--- config.mk ---
export PLATFORM = sky130hd
export DESIGN_NAME = bvs_regs
export DESIGN_NICKNAME = d
export VERILOG_FILES = /design/src/hdl/bvs_pkg.sv /design/src/hdl/bvs_blank_timer.sv /design/src/hdl/bvs_regs.sv
export SDC_FILE = /design/constraint.sdc
export NUM_CORES = 1
export LEC_CHECK = 0
export ABC_AREA = 1
export ABC_CLOCK_PERIOD_IN_PS = 3400
export BUFFER_PORTS_ARGS = -buffer_cell sky130_fd_sc_hd__buf_2
export CELL_PAD_IN_SITES_DETAIL_PLACEMENT = 1
export CELL_PAD_IN_SITES_GLOBAL_PLACEMENT = 2
export CORE_MARGIN = 1
export CORE_UTILIZATION = 31
export DETAILED_ROUTE_END_ITERATION = 7
export PLACE_DENSITY_LB_ADDON = 0.12
export SLEW_MARGIN = 20
export SYNTH_ARGS = -nofsm -noshare
export SYNTH_HDL_FRONTEND = slang
export SYNTH_SLANG_ARGS = --single-unit
--- constraint.sdc ---
create_clock -name CLK -period 3.4 [get_ports CLK]
set_clock_uncertainty 0.1 [all_clocks]
set_input_delay 0.51 -clock CLK [delete_from_list [all_inputs] [get_ports CLK]]
set_output_delay 0.51 -clock CLK [all_outputs]
set_load 0.02 [all_outputs]
--- src/hdl/bvs_pkg.sv ---
// Function
// RULE_01 - buck two register at 0x17, resets 0x8f
// RULE_02 - writes accepted only after valid unlock
// RULE_03 - buck two write blanks monitors 5 ms
// RULE_04 - buck two code applied only on strobe
// RULE_05 - bit 7 pulse-skip enable, resets to 1
// RULE_06 - bits 5:0 voltage code, resets 0x0f
// RULE_07 - buck three register at 0x18, resets 0x1f
// RULE_08 - buck three write blanks monitors 5 ms
// RULE_09 - buck three default chosen by select resistor
// RULE_10 - buck three bit 7 pulse-skip enable
// RULE_11 - buck three code bits 5:0, resets 0x1f
// RULE_12 - bit 6 reserved, reads zero, ignores writes
package bvs_pkg;

	localparam logic [7:0] BUCK_TWO_ADDR = 8'h17;
	localparam logic [7:0] BUCK_THREE_ADDR = 8'h18;
	localparam logic [7:0] APPLY_REG_ADDR = 8'h1a;

	localparam logic [7:0] BUCK_TWO_RST = 8'h8f;
	localparam logic [7:0] BUCK_THREE_RST = 8'h1f;
	// used when the select resistor is strapped high; value is a plain default
	localparam logic [7:0] BUCK_THREE_ALT_RST = 8'h9f;

	localparam int PSE_BIT = 7;
	localparam int RSVD_BIT = 6;
	localparam int CODE_LSB = 0;
	localparam int CODE_W = 6;

	localparam int BLANK_TIME_MS = 5;
	localparam int CLK_HZ = 50000000;
	localparam int BLANK_CYCLES = BLANK_TIME_MS * (CLK_HZ / 1000);

	localparam logic [11:0] TWO_BASE_MV = 12'h352;
	localparam logic [11:0] TWO_FINE_MV = 12'h00a;
	localparam logic [11:0] TWO_COARSE_MV = 12'h019;
	localparam logic [11:0] TWO_KNEE = 12'h032;
	localparam logic [11:0] THREE_BASE_MV = 12'h384;
	localparam logic [11:0] THREE_FINE_MV = 12'h019;
	localparam logic [11:0] THREE_COARSE_MV = 12'h032;
	localparam logic [11:0] THREE_KNEE = 12'h01a;

	typedef struct packed
	{
		logic pulse_skip_enable;
		logic rsvd;
		logic [CODE_W-1:0] code;
	} bvs_setting_t;

	typedef struct packed
	{
		logic wr;
		logic rd;
		logic [7:0] addr;
		logic [7:0] wdata;
	} bvs_req_t;

	// fine steps up to the knee, coarse steps above it
	function automatic logic [11:0] bvs_two_mv(input logic [CODE_W-1:0] c);
		logic [11:0] cc;
		cc = {6'h00, c};
		if (cc <= TWO_KNEE)
			return TWO_BASE_MV + cc * TWO_FINE_MV;
		return TWO_BASE_MV + TWO_KNEE * TWO_FINE_MV + (cc - TWO_KNEE) * TWO_COARSE_MV;
	endfunction

	function automatic logic [11:0] bvs_three_mv(input logic [CODE_W-1:0] c);
		logic [11:0] cc;
		cc = {6'h00, c};
		if (cc <= THREE_KNEE)
			return THREE_BASE_MV + cc * THREE_FINE_MV;
		return THREE_BASE_MV + THREE_KNEE * THREE_FINE_MV + (cc - THREE_KNEE) * THREE_COARSE_MV;
	endfunction

endpackage

--- src/hdl/bvs_blank_timer.sv ---
// monitor blanking window timer, restarts on every start pulse
`timescale 1ns/100ps
`default_nettype none
module bvs_blank_timer #(
	parameter int unsigned CYCLES = 250000,
	parameter int unsigned CNT_W = $clog2(CYCLES + 1)
) (
	input wire logic clk, // system clock
	input wire logic nrst, // synchronous reset, active low
	input wire logic start, // one-cycle pulse, (re)starts the window
	output logic busy // high while the window runs
);
	import bvs_pkg::*;

	localparam logic [CNT_W-1:0] LOAD = CNT_W'(CYCLES);

	logic [CNT_W-1:0] cnt_r;
	logic [CNT_W-1:0] cnt_nxt;
	wire running = cnt_r != '0;

	// a new write extends the window rather than being ignored
	assign cnt_nxt = start ? LOAD : (running ? cnt_r - 1'b1 : cnt_r);
	assign busy = running;

	always_ff @(posedge clk)
	begin
		if (!nrst)
			cnt_r <= '0;
		else
			cnt_r <= cnt_nxt;
	end
endmodule
`default_nettype wire

--- src/hdl/bvs_regs.sv ---
// buck voltage setting registers with unlock gating, apply strobes and monitor blanking
`timescale 1ns/100ps
`default_nettype none
module bvs_regs #(
	parameter int unsigned BLANK_CYCLES = bvs_pkg::BLANK_CYCLES,
	parameter logic [7:0] THREE_ALT_RST = bvs_pkg::BUCK_THREE_ALT_RST
) (
	input wire logic CLK, // system clock, 50 MHz
	input wire logic NRST, // synchronous reset, active low
	input wire bvs_pkg::bvs_req_t REG_REQ, // register access from the serial interface
	output logic [7:0] REG_RDATA, // read data, valid with REG_RVALID
	output logic REG_RVALID, // one-cycle pulse after a read
	output logic REG_WR_REFUSED, // one-cycle pulse, locked write dropped
	input wire logic UNLOCK_VALID, // unlock sequence completed for this write
	input wire logic GO_STROBE, // apply strobe from the apply register
	input wire logic APPLY_WITH_DISCHARGE_STROBE, // apply-with-discharge strobe
	input wire logic DEFAULT_SELECT_RESISTOR, // default select strap level
	output logic [5:0] BUCK_TWO_VOLTAGE_CODE, // applied buck two code
	output logic [5:0] BUCK_THREE_VOLTAGE_CODE, // applied buck three code
	output logic [11:0] BUCK_TWO_MV, // applied buck two target in mV
	output logic [11:0] BUCK_THREE_MV, // applied buck three target in mV
	output logic BUCK_TWO_PULSE_SKIP, // buck two pulse-skip enable
	output logic BUCK_THREE_PULSE_SKIP, // buck three pulse-skip enable
	output logic BUCK_TWO_MON_BLANK, // buck two monitor blanking active
	output logic BUCK_THREE_MON_BLANK // buck three monitor blanking active
);
	import bvs_pkg::*;

	bvs_setting_t two_r;
	bvs_setting_t two_nxt;
	bvs_setting_t three_r;
	bvs_setting_t three_nxt;
	bvs_setting_t wr_val;
	logic [5:0] two_app_r;
	logic [5:0] two_app_nxt;
	logic [5:0] three_app_r;
	logic [5:0] three_app_nxt;
	logic [11:0] two_mv_r;
	logic [11:0] three_mv_r;
	logic [7:0] rdata_r;
	logic [7:0] rdata_nxt;
	logic rvalid_r;
	logic refused_r;
	logic blank_two;
	logic blank_three;

	// address decode
	wire hit_two = REG_REQ.addr == BUCK_TWO_ADDR;
	wire hit_three = REG_REQ.addr == BUCK_THREE_ADDR;
	wire hit_any = hit_two || hit_three;

	// both registers are protected; nothing lands without the unlock
	wire wr_ok = REG_REQ.wr && UNLOCK_VALID; // RULE_02
	wire wr_two = wr_ok && hit_two;
	wire wr_three = wr_ok && hit_three;
	wire wr_locked = REG_REQ.wr && hit_any && !UNLOCK_VALID; // RULE_02

	wire apply = GO_STROBE || APPLY_WITH_DISCHARGE_STROBE; // RULE_04

	// the reserved bit is forced to zero on every write
	assign wr_val = '{pulse_skip_enable: REG_REQ.wdata[PSE_BIT], rsvd: 1'b0,
		code: REG_REQ.wdata[CODE_LSB +: CODE_W]}; // RULE_12

	assign two_nxt = wr_two ? wr_val : two_r; // RULE_05 RULE_06
	assign three_nxt = wr_three ? wr_val : three_r; // RULE_10 RULE_11

	// a code written in the same cycle as the strobe is applied at once
	assign two_app_nxt = apply ? two_nxt.code : two_app_r; // RULE_04
	assign three_app_nxt = apply ? three_nxt.code : three_app_r;

	assign rdata_nxt = hit_two ? two_r : (hit_three ? three_r : 8'h00);

	// buck two register and its applied code
	always_ff @(posedge CLK)
	begin
		if (!NRST)
		begin
			two_r <= BUCK_TWO_RST; // RULE_01
			two_app_r <= BUCK_TWO_RST[CODE_LSB +: CODE_W];
		end
		else
		begin
			two_r <= two_nxt;
			two_app_r <= two_app_nxt;
		end
	end

	// buck three default follows the strap, caught while reset is held
	always_ff @(posedge CLK)
	begin
		if (!NRST)
		begin
			three_r <= DEFAULT_SELECT_RESISTOR ? THREE_ALT_RST : BUCK_THREE_RST; // RULE_07 RULE_09
			three_app_r <= DEFAULT_SELECT_RESISTOR ? THREE_ALT_RST[CODE_LSB +: CODE_W] :
				BUCK_THREE_RST[CODE_LSB +: CODE_W];
		end
		else
		begin
			three_r <= three_nxt;
			three_app_r <= three_app_nxt;
		end
	end

	// targets in mV follow the applied codes one cycle later
	always_ff @(posedge CLK)
	begin
		if (!NRST)
		begin
			two_mv_r <= 12'h000;
			three_mv_r <= 12'h000;
		end
		else
		begin
			two_mv_r <= bvs_two_mv(two_app_r); // RULE_06
			three_mv_r <= bvs_three_mv(three_app_r); // RULE_11
		end
	end

	// read port and refusal flag
	always_ff @(posedge CLK)
	begin
		if (!NRST)
		begin
			rdata_r <= 8'h00;
			rvalid_r <= 1'b0;
			refused_r <= 1'b0;
		end
		else
		begin
			rdata_r <= REG_REQ.rd ? rdata_nxt : rdata_r;
			rvalid_r <= REG_REQ.rd;
			refused_r <= wr_locked;
		end
	end

	// each accepted write restarts its own converter's blanking
	bvs_blank_timer #(
		.CYCLES(BLANK_CYCLES)
	) u_blank_two (
		.clk(CLK),
		.nrst(NRST),
		.start(wr_two), // RULE_03
		.busy(blank_two)
	);

	bvs_blank_timer #(
		.CYCLES(BLANK_CYCLES)
	) u_blank_three (
		.clk(CLK),
		.nrst(NRST),
		.start(wr_three), // RULE_08
		.busy(blank_three)
	);

	assign REG_RDATA = rdata_r;
	assign REG_RVALID = rvalid_r;
	assign REG_WR_REFUSED = refused_r;
	assign BUCK_TWO_VOLTAGE_CODE = two_app_r;
	assign BUCK_THREE_VOLTAGE_CODE = three_app_r;
	assign BUCK_TWO_MV = two_mv_r;
	assign BUCK_THREE_MV = three_mv_r;
	// pulse-skip takes effect without a strobe
	assign BUCK_TWO_PULSE_SKIP = two_r.pulse_skip_enable; // RULE_05
	assign BUCK_THREE_PULSE_SKIP = three_r.pulse_skip_enable; // RULE_10
	assign BUCK_TWO_MON_BLANK = blank_two;
	assign BUCK_THREE_MON_BLANK = blank_three;
endmodule
`default_nettype wire

# ---- After elaboration in Yosys (flattened, before gate mapping)
# Cells that the tools add are included.
dict set report totals {
  register_bits 97
  input_bits 24
  word_cells 66
}
dict set report op_classes {
  n_addsub 8
  mul 4
  n_lt_le_gt_ge 2
  n_eq_ne 3
  mux 18
  n_bitwise 1
  reduce_logical 14
}
# operator count
set ops {}
lappend ops {{2-to-1 mux 18 bit} 4}
lappend ops {{2-to-1 mux 12 bit} 4}
lappend ops {{2-to-1 mux 8 bit} 5}
lappend ops {{nonzero test 18 bit} 2}
lappend ops {{subtractor 18 x 1 -> 18 bit, second input constant} 2}
lappend ops {{adder 11 x 12 -> 12 bit, first input constant} 2}
lappend ops {{equality test 8 x 5 -> 1 bit, second input constant} 2}
lappend ops {{adder 10 x 11 -> 12 bit, first input constant} 1}
lappend ops {{multiplier 12 x 5 -> 11 bit, second input constant} 1}
lappend ops {{multiplier 7 x 6 -> 12 bit, second input constant} 1}
lappend ops {{adder 10 x 10 -> 11 bit, first input constant} 1}
lappend ops {{multiplier 6 x 5 -> 11 bit, second input constant} 1}
lappend ops {{multiplier 6 x 3 -> 9 bit, second input constant} 1}
lappend ops {{subtractor 6 x 5 -> 7 bit, second input constant} 1}
lappend ops {{subtractor 6 x 6 -> 7 bit, second input constant} 1}
lappend ops {{less-or-equal comparator 6 x 5 -> 1 bit, second input constant} 1}
lappend ops {{less-or-equal comparator 6 bit, second input constant} 1}
lappend ops {{2-to-1 mux 6 bit} 1}
lappend ops {{logical AND 1 bit} 5}
lappend ops {{2-to-1 mux 1 bit} 4}
lappend ops {{nonzero test 2 bit} 2}
lappend ops {{OR reduction 2 bit} 2}
lappend ops {{logical OR 1 bit} 2}
lappend ops {{!= test 2 x 1 -> 1 bit, second input constant} 1}
lappend ops {{other kinds (2)} 2}

# ---- Depth between registers and ports, before layout
# Gate-level depths: netlist of the first run.
dict set report depth {
  depth_word 4
  depth_mapped 23
  mapped_depth_nobuf 23
}

# ---- Hierarchy
# From an unflattened synthesis of the first run, not the netlist that was laid out.
dict set report unflattened {
  hier_cells 970
  hier_area_um2 7071.8
}
# module n_inst cells_per_inst area_each_um2 seq_area_each_um2
set by_module_without_submodules {}
lappend by_module_without_submodules {bvs_regs 1 666 4994.8 1191.1}
lappend by_module_without_submodules {bvs_blank_timer 2 152 1038.5 360.3}

# ---- Worst setup path before layout of the first run
# OpenSTA, ideal clock, no wires.
dict set report synth_path {
  path_kind {reg-to-reg}
  startpoint {register two_app_r[1], in the netlist BUCK_TWO_VOLTAGE_CODE[1]}
  endpoint {register two_mv_r[9], in the netlist BUCK_TWO_MV[9]}
  setup_time_ns 0.070
  t_arrival_ns 3.701
  slack_ns -0.472
  stages_incl_launch_ff 16
  path_buffers 0
  cell_sequence {dfxtp_1 > inv_1 > ha_1 > xnor2_1 > inv_1 > ha_1 > fa_1 > ha_1 > fa_1 > ha_1 > a21o_1 > a21oi_1 > nand2_1 > a21oi_1 > o21ai_0 > a21oi_1}
}
dict set report synth_between {
  elab_chain_cells 4
}
# item line_no
set synth_rtl {}
lappend synth_rtl {{start, declared} bvs_regs.sv:34} ;# logic [5:0] two_app_r;
lappend synth_rtl {{start signal, assigned} bvs_regs.sv:79} ;# two_app_r <= BUCK_TWO_RST[CODE_LSB +: CODE_W];
lappend synth_rtl {{start signal, assigned} bvs_regs.sv:84} ;# two_app_r <= two_app_nxt;
lappend synth_rtl {{subtractor 6 x 6 -> 7 bit, or another cell as far along} bvs_pkg.sv:64} ;# return TWO_BASE_MV + TWO_KNEE * TWO_FINE_MV + (cc - TWO_KNEE) * TWO_COARSE_MV;
lappend synth_rtl {{multiplier 7 x 6 -> 12 bit, or another cell as far along} bvs_pkg.sv:64}
lappend synth_rtl {{adder 11 x 12 -> 12 bit, or another cell as far along} bvs_pkg.sv:64}
lappend synth_rtl {{2-to-1 mux 12 bit *} bvs_pkg.sv:64}
lappend synth_rtl {{end signal, assigned} bvs_regs.sv:114} ;# two_mv_r <= bvs_two_mv(two_app_r);
lappend synth_rtl {{end, declared} bvs_regs.sv:38} ;# logic [11:0] two_mv_r;
# Mark *: on every way between the ends. The rest lies on a longest branch, timed or not. The select of a mux whose other input is x is not followed.
# A chain may end at the register's enable or synchronous reset.

# ---- Final worst setup path of the first run
dict set report layout_path {
  startpoint {register three_app_r[2], in the netlist BUCK_THREE_VOLTAGE_CODE[2]}
  endpoint {register three_mv_r[11], in the netlist BUCK_THREE_MV[11]}
}
dict set report layout_between {
  elab_chain_cells 4
}
# item line_no
set layout_rtl {}
lappend layout_rtl {{start, declared} bvs_regs.sv:36} ;# logic [5:0] three_app_r;
lappend layout_rtl {{start signal, assigned} bvs_regs.sv:94} ;# three_app_r <= DEFAULT_SELECT_RESISTOR ? THREE_ALT_RST[CODE_LSB +: CODE_W] :
lappend layout_rtl {{start signal, assigned} bvs_regs.sv:100} ;# three_app_r <= three_app_nxt;
lappend layout_rtl {{subtractor 6 x 5 -> 7 bit, or another cell as far along} bvs_pkg.sv:72} ;# return THREE_BASE_MV + THREE_KNEE * THREE_FINE_MV + (cc - THREE_KNEE) * THREE_COARSE_MV;
lappend layout_rtl {{multiplier 12 x 5 -> 11 bit, or another cell as far along} bvs_pkg.sv:72}
lappend layout_rtl {{adder 11 x 12 -> 12 bit, or another cell as far along} bvs_pkg.sv:72}
lappend layout_rtl {{2-to-1 mux 12 bit *} bvs_pkg.sv:72}
lappend layout_rtl {{end signal, assigned} bvs_regs.sv:115} ;# three_mv_r <= bvs_three_mv(three_app_r);
lappend layout_rtl {{end, declared} bvs_regs.sv:39} ;# logic [11:0] three_mv_r;
# Marked as above.

==> results.txt, run 1 <==
- Across all layers, the routed design uses 6453 vias.
- Run status: complete, but fails checks
- For this design the ratio of total power to cell area is 617.2 nW/um2.
- Global routing used 18.81% of the available tracks.
* Clk pin slew, worst setup/hold paths: 0.07 ns
- In this run the cell area of the synthesized design comes to 6919 um2.
* CP Max Fanout: 5
- Initial Utilization: 31.71%
- The max-slew violation count came to 0.
* Clock network latency to the later pin of the worst-skew pair: 0.35 ns
- Placed Cells incl. Taps: 1341
* Sequential share of the synthesized area: 27.63%
- The worst register-to-register path begins at BUCK_THREE_VOLTAGE_CODE[2].
- Normalized max-slew margin: 66.68%
- For this run, the top clock speed supported by timing is 287.2 MHz.
- Critical-path cell list: inv_6, ha_4, a21oi_4, buf_4, xor2_1, ha_1, ha_1, inv_1, fa_1, inv_2, ha_4, buf_6, nand3_1, nand2_1, nand2_1, nand2_2, nand2_2, o21ai_1, nand3_1, a21oi_1
* Endpoint class of the critical path: flip-flop
* Dominant cells by area after synthesis: sky130_fd_sc_hd__dfxtp_1 27%, sky130_fd_sc_hd__ha_1 16%, sky130_fd_sc_hd__nand2_1 10%
- Setup repair after global routing missed its margin: true
- The number of antenna violations at the first check in global routing was 0.
- Maximum cell stage delay along the critical path: 0.49 ns
* Per-cell via count in the routed design: 4.721
- The detail route stage leaves a number of antenna-violating nets equal to 0.
- Number of port buffers: 71
- Clock tree synthesis inserted a total of 9 buffers.
- The first global-routing pass estimated 33.44 mm of wire.
- Layout overhead on the synthesized area: 27.52%
* Clock Tree Buf Depth: 2
- CORE AREA: 21820 um2
* Critical path launch point type: flip-flop
* Count of flip-flops with a built-in enable after synthesis: 1
- Hold/Removal Path Class: in -> reg
* Routed wire per std cell: 15.05 um
- Final period utilization: 102.4%
- Buffers inserted to repair hold after CTS numbered 0.
* Non-filler instance count after layout: 1367
- In this run the mean area of a mapped cell was 7.322 um2.
- Height of the die: 151.4 um
- The checks that failed: negative setup slack.
- Timing analysis after detailed placement gives a worst setup slack of -0.2316 ns.
* Full die area: 22920 um2
- Worst-case vdd ir drop: 0.2477 mV
* Worst-case setup margin in the final layout: -0.08150 ns
- Launching instance or port of the critical path: BUCK_THREE_VOLTAGE_CODE[2]
- Cells with a size suffix above 1 make up 27.23% of the layout.
* Hold Crit Depth: 2
- Signal arrival time at the worst endpoint: 3.67 ns
* Number of rows created at floorplan: 54
- The largest total area in the synthesized netlist belongs to sky130_fd_sc_hd__dfxtp_1.
* Remaining global-route overflow: 0
* Transition at the pin with the smallest max-transition slack: 0.4986 ns
* Post-synthesis cell count: 945
- Final Hold Vio Count: 0
* Layout net count: 1208
* Pleak: 4.422 nW
- The detailed router finished its first iteration with 180 violations.
- DRC violations left: 0
- Filler cell count: 2729
- Yosys instantiated no cell more often than sky130_fd_sc_hd__nand2_1.
- After detailed routing, the total wire length is 20.57 mm.
- For this run, the number of Yosys warnings is 0.
- The number of cells on the worst reg-to-reg path is 20.
- Slowest cell on crit path: sky130_fd_sc_hd__fa_1
- Synth unique cells: 45
- For the worst setup path, the data required time is 3.59 ns.
- Total clock sinks: 95
- CTS tree: yes
- Net count after synthesis: 1070
- Reg-to-reg setup timing slack: -0.08 ns
- List of most frequent post-synthesis cells: 186 x sky130_fd_sc_hd__nand2_1, 135 x sky130_fd_sc_hd__inv_1, 94 x sky130_fd_sc_hd__dfxtp_1, 86 x sky130_fd_sc_hd__ha_1, 77 x sky130_fd_sc_hd__nor2_1
- Crit Reg-Reg Endpoint: BUCK_THREE_MV[11]
* Worst setup path class: reg -> reg
- Worst Hold Launch: UNLOCK_VALID
- Max capacitance violation total: 0
- # setup viols final: 4
* Async set-or-reset flop fraction in the synthesized netlist: 0%
- The critical path ends at BUCK_THREE_MV[11].
- Routability-driven placement finished with a final weighted congestion of 0.8070.
* Seq cells post-synth: 95
* Number of ports placed on the die boundary: 74
* Ant. Diodes: 0
- After layout, the minimum clock period comes to 3.481 ns.
* Main flop type after synthesis: sky130_fd_sc_hd__dfxtp_1
- CTS built an H-tree with a depth of 3.
- Placed wire-length estimate after detailed placement: 15.84 mm
- Entering global routing, the biggest net connects 26 pins.
- Number of optimization iterations in the first detailed-route pass: 4
* Yosys top cell area share: 27.20%
- Via count of the first global-routing pass: 6487
- The cell sitting at the root of the clock tree is a sky130_fd_sc_hd__clkbuf_16.
* Die width: 151.4 um
==> cells by family (layout without fill, tap and decap cells) <==
family	count (synthesis)	in the layout	synth area share [%]
AO/OA/AOI/OAI	141	141	11.56
AND/OR/NAND/NOR	407	407	26.76
adder cells (fa/ha/maj)	101	101	19.89
XOR/XNOR	38	38	4.810
other	1	1	0.05420
buffers and inverters	162	304	9.295
flip-flops	95	95	27.63
==> state kept, by name (all words and copies together), names as in the netlist, 6 cells and up <==
signal / cells
u_blank_two.cnt_r: 18
two_r: 6
BUCK_THREE_MV: 12
u_blank_three.cnt_r: 18
BUCK_TWO_MV: 12
three_r: 6
BUCK_TWO_VOLTAGE_CODE: 6
BUCK_THREE_VOLTAGE_CODE: 6
REG_RDATA: 7
==> timing repair <==
| item | in CTS | in global routing |
|---|---|---|
| resized for setup | 56 | 39 |
| hold endpoints to repair | 0 | 0 |
| setup endpoints to repair | 9 | 10 |
| buffers inserted | 10 | 1 |
| pin swaps | 30 | 37 |
==> final cells by class <==
class / instances / area [um2] / area share, %
Clock inverter: 3 / 17.52 / 0.1985
Sequential cell: 95 / 1932 / 21.89
Tap cell: 280 / 350.3 / 3.971
Multi-Input combinational cell: 688 / 4786 / 54.24
Timing Repair Buffer: 146 / 925.9 / 10.49
Clock buffer: 12 / 267.8 / 3.035
Inverter: 143 / 544.3 / 6.168
==> routing by layer <==
metal | vias to the layer above | GRT usage [%] | part of all wire (%) | routed length, um
met1 | 3037 | 26.90 | 52 | 10590
met4 | 0 | 4.650 | 1.0 | 210
met3 | 12 | 1.898 | 2.3 | 480
li1 | 3340 | - | - | -
met5 | - | 0 | 0 | 0
met2 | 64 | 29.98 | 45 | 9284
==> cells in the final DEF, fill, tap and decap left out, types with 6 or more instances in the layout <==
cell	n
sky130_fd_sc_hd__a21oi_1	52
sky130_fd_sc_hd__o21ai_0	34
sky130_fd_sc_hd__nand3_1	57
sky130_fd_sc_hd__nor2_4	8
sky130_fd_sc_hd__fa_1	14
sky130_fd_sc_hd__nor2_2	11
sky130_fd_sc_hd__a31oi_1	6
sky130_fd_sc_hd__clkbuf_16	10
sky130_fd_sc_hd__nor3_1	14
sky130_fd_sc_hd__a21oi_2	9
sky130_fd_sc_hd__o21ai_1	8
sky130_fd_sc_hd__xnor2_1	12
sky130_fd_sc_hd__nand2_2	19
sky130_fd_sc_hd__buf_4	73
sky130_fd_sc_hd__ha_4	15
sky130_fd_sc_hd__dfxtp_1	86
sky130_fd_sc_hd__o211ai_1	10
sky130_fd_sc_hd__o21ai_2	7
sky130_fd_sc_hd__nand3_2	6
sky130_fd_sc_hd__nand4_1	21
sky130_fd_sc_hd__inv_2	24
sky130_fd_sc_hd__nand2_1	172
sky130_fd_sc_hd__or2_2	6
sky130_fd_sc_hd__inv_1	115
sky130_fd_sc_hd__or2_1	7
sky130_fd_sc_hd__nor2_1	69
sky130_fd_sc_hd__buf_2	71
sky130_fd_sc_hd__xor2_1	22
sky130_fd_sc_hd__ha_1	68
==> report_power, final <==
group	leakage (nW)	switching (mW)	internal, mW
clock network	0.140	0.478	0.556
logic	3.50	1.75	1.17
registers	0.781	0.159	1.33
==> worst max-delay path, delay by kind of cell (launching register included) <==
| family | cells | cell delay [ns] |
|---|---|---|
| DFF | 1 | 0.38 |
| and+or+nand+nor | 6 | 0.51 |
| xor gates and xnor gates | 1 | 0.15 |
| AOI/OAI and AO/OA | 3 | 0.45 |
| adders and majority gates | 5 | 1.44 |
| buffers and inverters | 5 | 0.38 |
==> worst min path at each step <==
stage	to	slack [ns]
after floorplan	u_blank_two.cnt_r[0]	0.34
after global placement	u_blank_two.cnt_r[0]	0.35
after detailed placement	u_blank_two.cnt_r[0]	0.37
after CTS	REG_WR_REFUSED	0.22
after global routing	REG_WR_REFUSED	0.23
final	REG_WR_REFUSED	0.23
==> metrics by stage <==
step	area [um2]	setup TNS (ns)	hold slack [ns]	total power, mW	util, %
CTS	8682	-0.1058	0.2198	5.434	39.78
detailed placement	8080	-1.229	0.3686	4.214	37.03
finish	8823	-0.2157	0.2271	5.446	40.43
global placement	8080	-0.8229	0.3489	4.180	37.03
global route	8823	-1.714	0.2322	5.952	40.43
floorplan	7000	-0.02332	0.3387	3.473	-
Power figures use the tool's default switching activity.
==> run 2: changes to the inputs <==
- ABC_CLOCK_PERIOD_IN_PS: 3400 -> 3800
- CORE_UTILIZATION: 31 -> 34
- HOLD_SLACK_MARGIN: default -> 0.1
- clock period: 3.4 -> 3.8 ns (I/O delays scaled with it)
==> run 2 against run 1 <==
The run now ends clean. Non-clock buffer count is 43 lower. Sequential cell count stayed put. Largest power group unchanged. Register-to-register slack improved by 0.34 ns. Sequential power down 10%.
==> results.txt, run 2 (synthesis gave the netlist of run 1 again) <==
- In this run the worst path has a maximum fanout of 4.
- Relative to the synthesized area, the layout overhead comes to 18.05%.
- Maximum clock frequency: 282.3 MHz
- Together, buffers and inverters on the worst path number 3.
- For this design the static power due to leakage is 4.199 nW.
- Worst setup path class: reg -> reg
* Reg-to-reg setup timing slack: 0.26 ns
- Worst path required time: 3.99 ns
- Hold repair after CTS inserted 0 buffers.
- The number of cells on the worst reg-to-reg path is 17.
- In this run the power density over the cells is 562.9 nW/um2.
* Maximum cell stage delay along the critical path: 0.56 ns
- Run status: finished clean
- Most common cell after layout, fill and taps aside: sky130_fd_sc_hd__nand2_1
- VDD sags by at most 0.2154 mV.
* Die width: 144.7 um
- Critical path launch point type: flip-flop
- TritonCTS built the clock tree.
- Setup violations remaining at the end of the flow were counted as 0.
* DRC violations left: 0
- The most critical setup path has its startpoint at BUCK_TWO_VOLTAGE_CODE[1].
- Antenna violations before repair: 0
- Global-route wire length before repair: 30.83 mm
- The kind of cell with the highest combined delay along the critical path is adder cells.
* Placed wire-length estimate after detailed placement: 14.77 mm
- In the final routed layout, each cell accounts on average for 14.42 um.
- Largest registers: u_blank_three.cnt_r: 18 flops, u_blank_two.cnt_r: 18 flops
- Fraction of layout cells with a size suffix above 1: 18.66%
- Via count of the first global-routing pass: 6196
* Vias: 6305
* Clock Tree Buf Depth: 2
- Detailed Route Iter0 Violations: 256
- Once routing completed, OpenROAD measured the worst setup slack at 0.2573 ns.
- Across the run, the number of max-cap violations was 0.
- Endpoint class of the critical path: flip-flop
- H-tree levels: 3
- Per-cell via count in the routed design: 4.813
- The critical path crosses 17 cells after its start point.
- The final layout contains 1165 nets.
- Clock-pin slew was measured on the worst setup and hold paths at 0.08 ns.
- Full die area: 20930 um2
- Counting I/O delays and the setup requirement, the final critical path takes 3.543 ns.
- Initial Utilization: 35.09%
* Buffer cell driving the clock tree root: sky130_fd_sc_hd__clkbuf_16
* Top library cells by usage in the layout, fill and taps aside: 183 x sky130_fd_sc_hd__nand2_1, 133 x sky130_fd_sc_hd__inv_1, 88 x sky130_fd_sc_hd__dfxtp_1
- Clock network latency to the later pin of the worst-skew pair: 0.35 ns
* Launching point of the worst reg2reg path: BUCK_TWO_VOLTAGE_CODE[1]
* Placed Cells incl. Taps: 1294
- The min-delay analysis places its worst path in the category in -> reg.
- Timing analysis after detailed placement gives a worst setup slack of 0.02399 ns.
* DP Area: 7741 um2
- The max-slew violation count was 0.
* Height of the die: 144.7 um
- Ant. Diodes: 0
* Pin count of the biggest net entering global routing: 32
* Cell area after layout: 8168 um2
- Normalized max-slew margin: 58.12%
- Antenna viol nets, final: 0
* Count of buffers added by post-CTS timing repair for setup: 0
- Crit Reg-Reg Endpoint: BUCK_TWO_MV[9]
- Number of ports placed on the die boundary: 74
- The slowest stage of the critical path belongs to the cell sky130_fd_sc_hd__fa_1.
- For this run, the detailed router's first-pass iteration total came to 6.
- Non-filler instance count after layout: 1310
- Final Hold Vio Count: 0
* Number of port buffers: 71
* Final period utilization: 93.23%
- Remaining global-route overflow: 0
- At the pin with the least slew margin, the transition time is 0.6259 ns.
- In the global route stage, overall resource usage came out at 18.82%.
- Worst hold slack after final layout: 0.2875 ns
- Data on the critical path arrives at its endpoint at 3.73 ns.
- The core region is 19720 um2.
- The critical path ends at BUCK_TWO_MV[9].
- RD Place Congestion: 0.7679
- The routed design has 18.90 mm of wire.
- Walking the worst path, the cells encountered are inv_1, buf_4, nand2_1, nand2_1, nand2_2, inv_1, ha_1, fa_1, ha_1, fa_1, ha_4, a21o_1, a21oi_1, nand2_1, a21oi_1, o21ai_0, a21oi_1.
- The clock drives 95 sinks.
- After floorplanning, the core was divided into 51 placement rows.
- Number of buffers inserted during clock tree synthesis: 9
-- run 2: changes by cell type in the layout (fill, tap and decap cells not counted), sizes merged --
| cell | before | now |
|---|---|---|
| inv | 141 | 142 |
| clkinvlp | 1 | 2 |
| buf | 146 | 103 |
| clkbuf | 12 | 11 |
-- run 2: repair_timing --
item / 4_1_cts / 5_1_grt
cloned: 0 / 0
gates resized for setup: 2 / 34
endpoints found under the hold margin: 0 / 0
endpoints found under the setup margin: 2 / 9
pin swaps: 0 / 4
-- run 2: per-layer routing --
layer | track usage, % | share of wire, % | vias to the layer above
met4 | 5.817 | 1.3 | 0
met1 | 26.21 | 52 | 2962
li1 | - | - | 3256
met5 | 0 | 0 | -
met2 | 30.52 | 44 | 71
met3 | 1.810 | 2.5 | 16
-- run 2: stage by stage --
stage	power, mW	utilization [%]	TNS [ns]
floorplan	3.091	-	0
global placement	3.642	39.26	0
detailed placement	3.666	39.26	0
CTS	4.609	40.72	0
global route	5.049	41.42	-0.02604
finish	4.598	41.42	0
-- run 2: worst min-delay path by stage --
stage / depth (start not counted) / endpoint / startpoint
after global placement: 2 / u_blank_two.cnt_r[0] / u_blank_two.cnt_r[0]
after detailed placement: 2 / u_blank_two.cnt_r[0] / u_blank_two.cnt_r[0]
after floorplan: 2 / u_blank_two.cnt_r[0] / u_blank_two.cnt_r[0]
after global routing: 2 / REG_WR_REFUSED / UNLOCK_VALID
final: 2 / REG_WR_REFUSED / UNLOCK_VALID
after CTS: 2 / REG_WR_REFUSED / UNLOCK_VALID
-- run 2: cell type report --
class / instances / area, um2
tap: 265 / 331.6
clock buffer: 11 / 242.7
inverter: 143 / 536.8
sequential: 95 / 1919
clock inverter: 5 / 41.29
multi-input combinational: 688 / 4501
fill: 2504 / 11550
timing repair buffer: 103 / 595.6
-- run 2: power breakdown --
part | internal [mW] | switching (mW)
clock network | 0.468 | 0.445
logic | 0.908 | 1.44
registers | 1.19 | 0.144
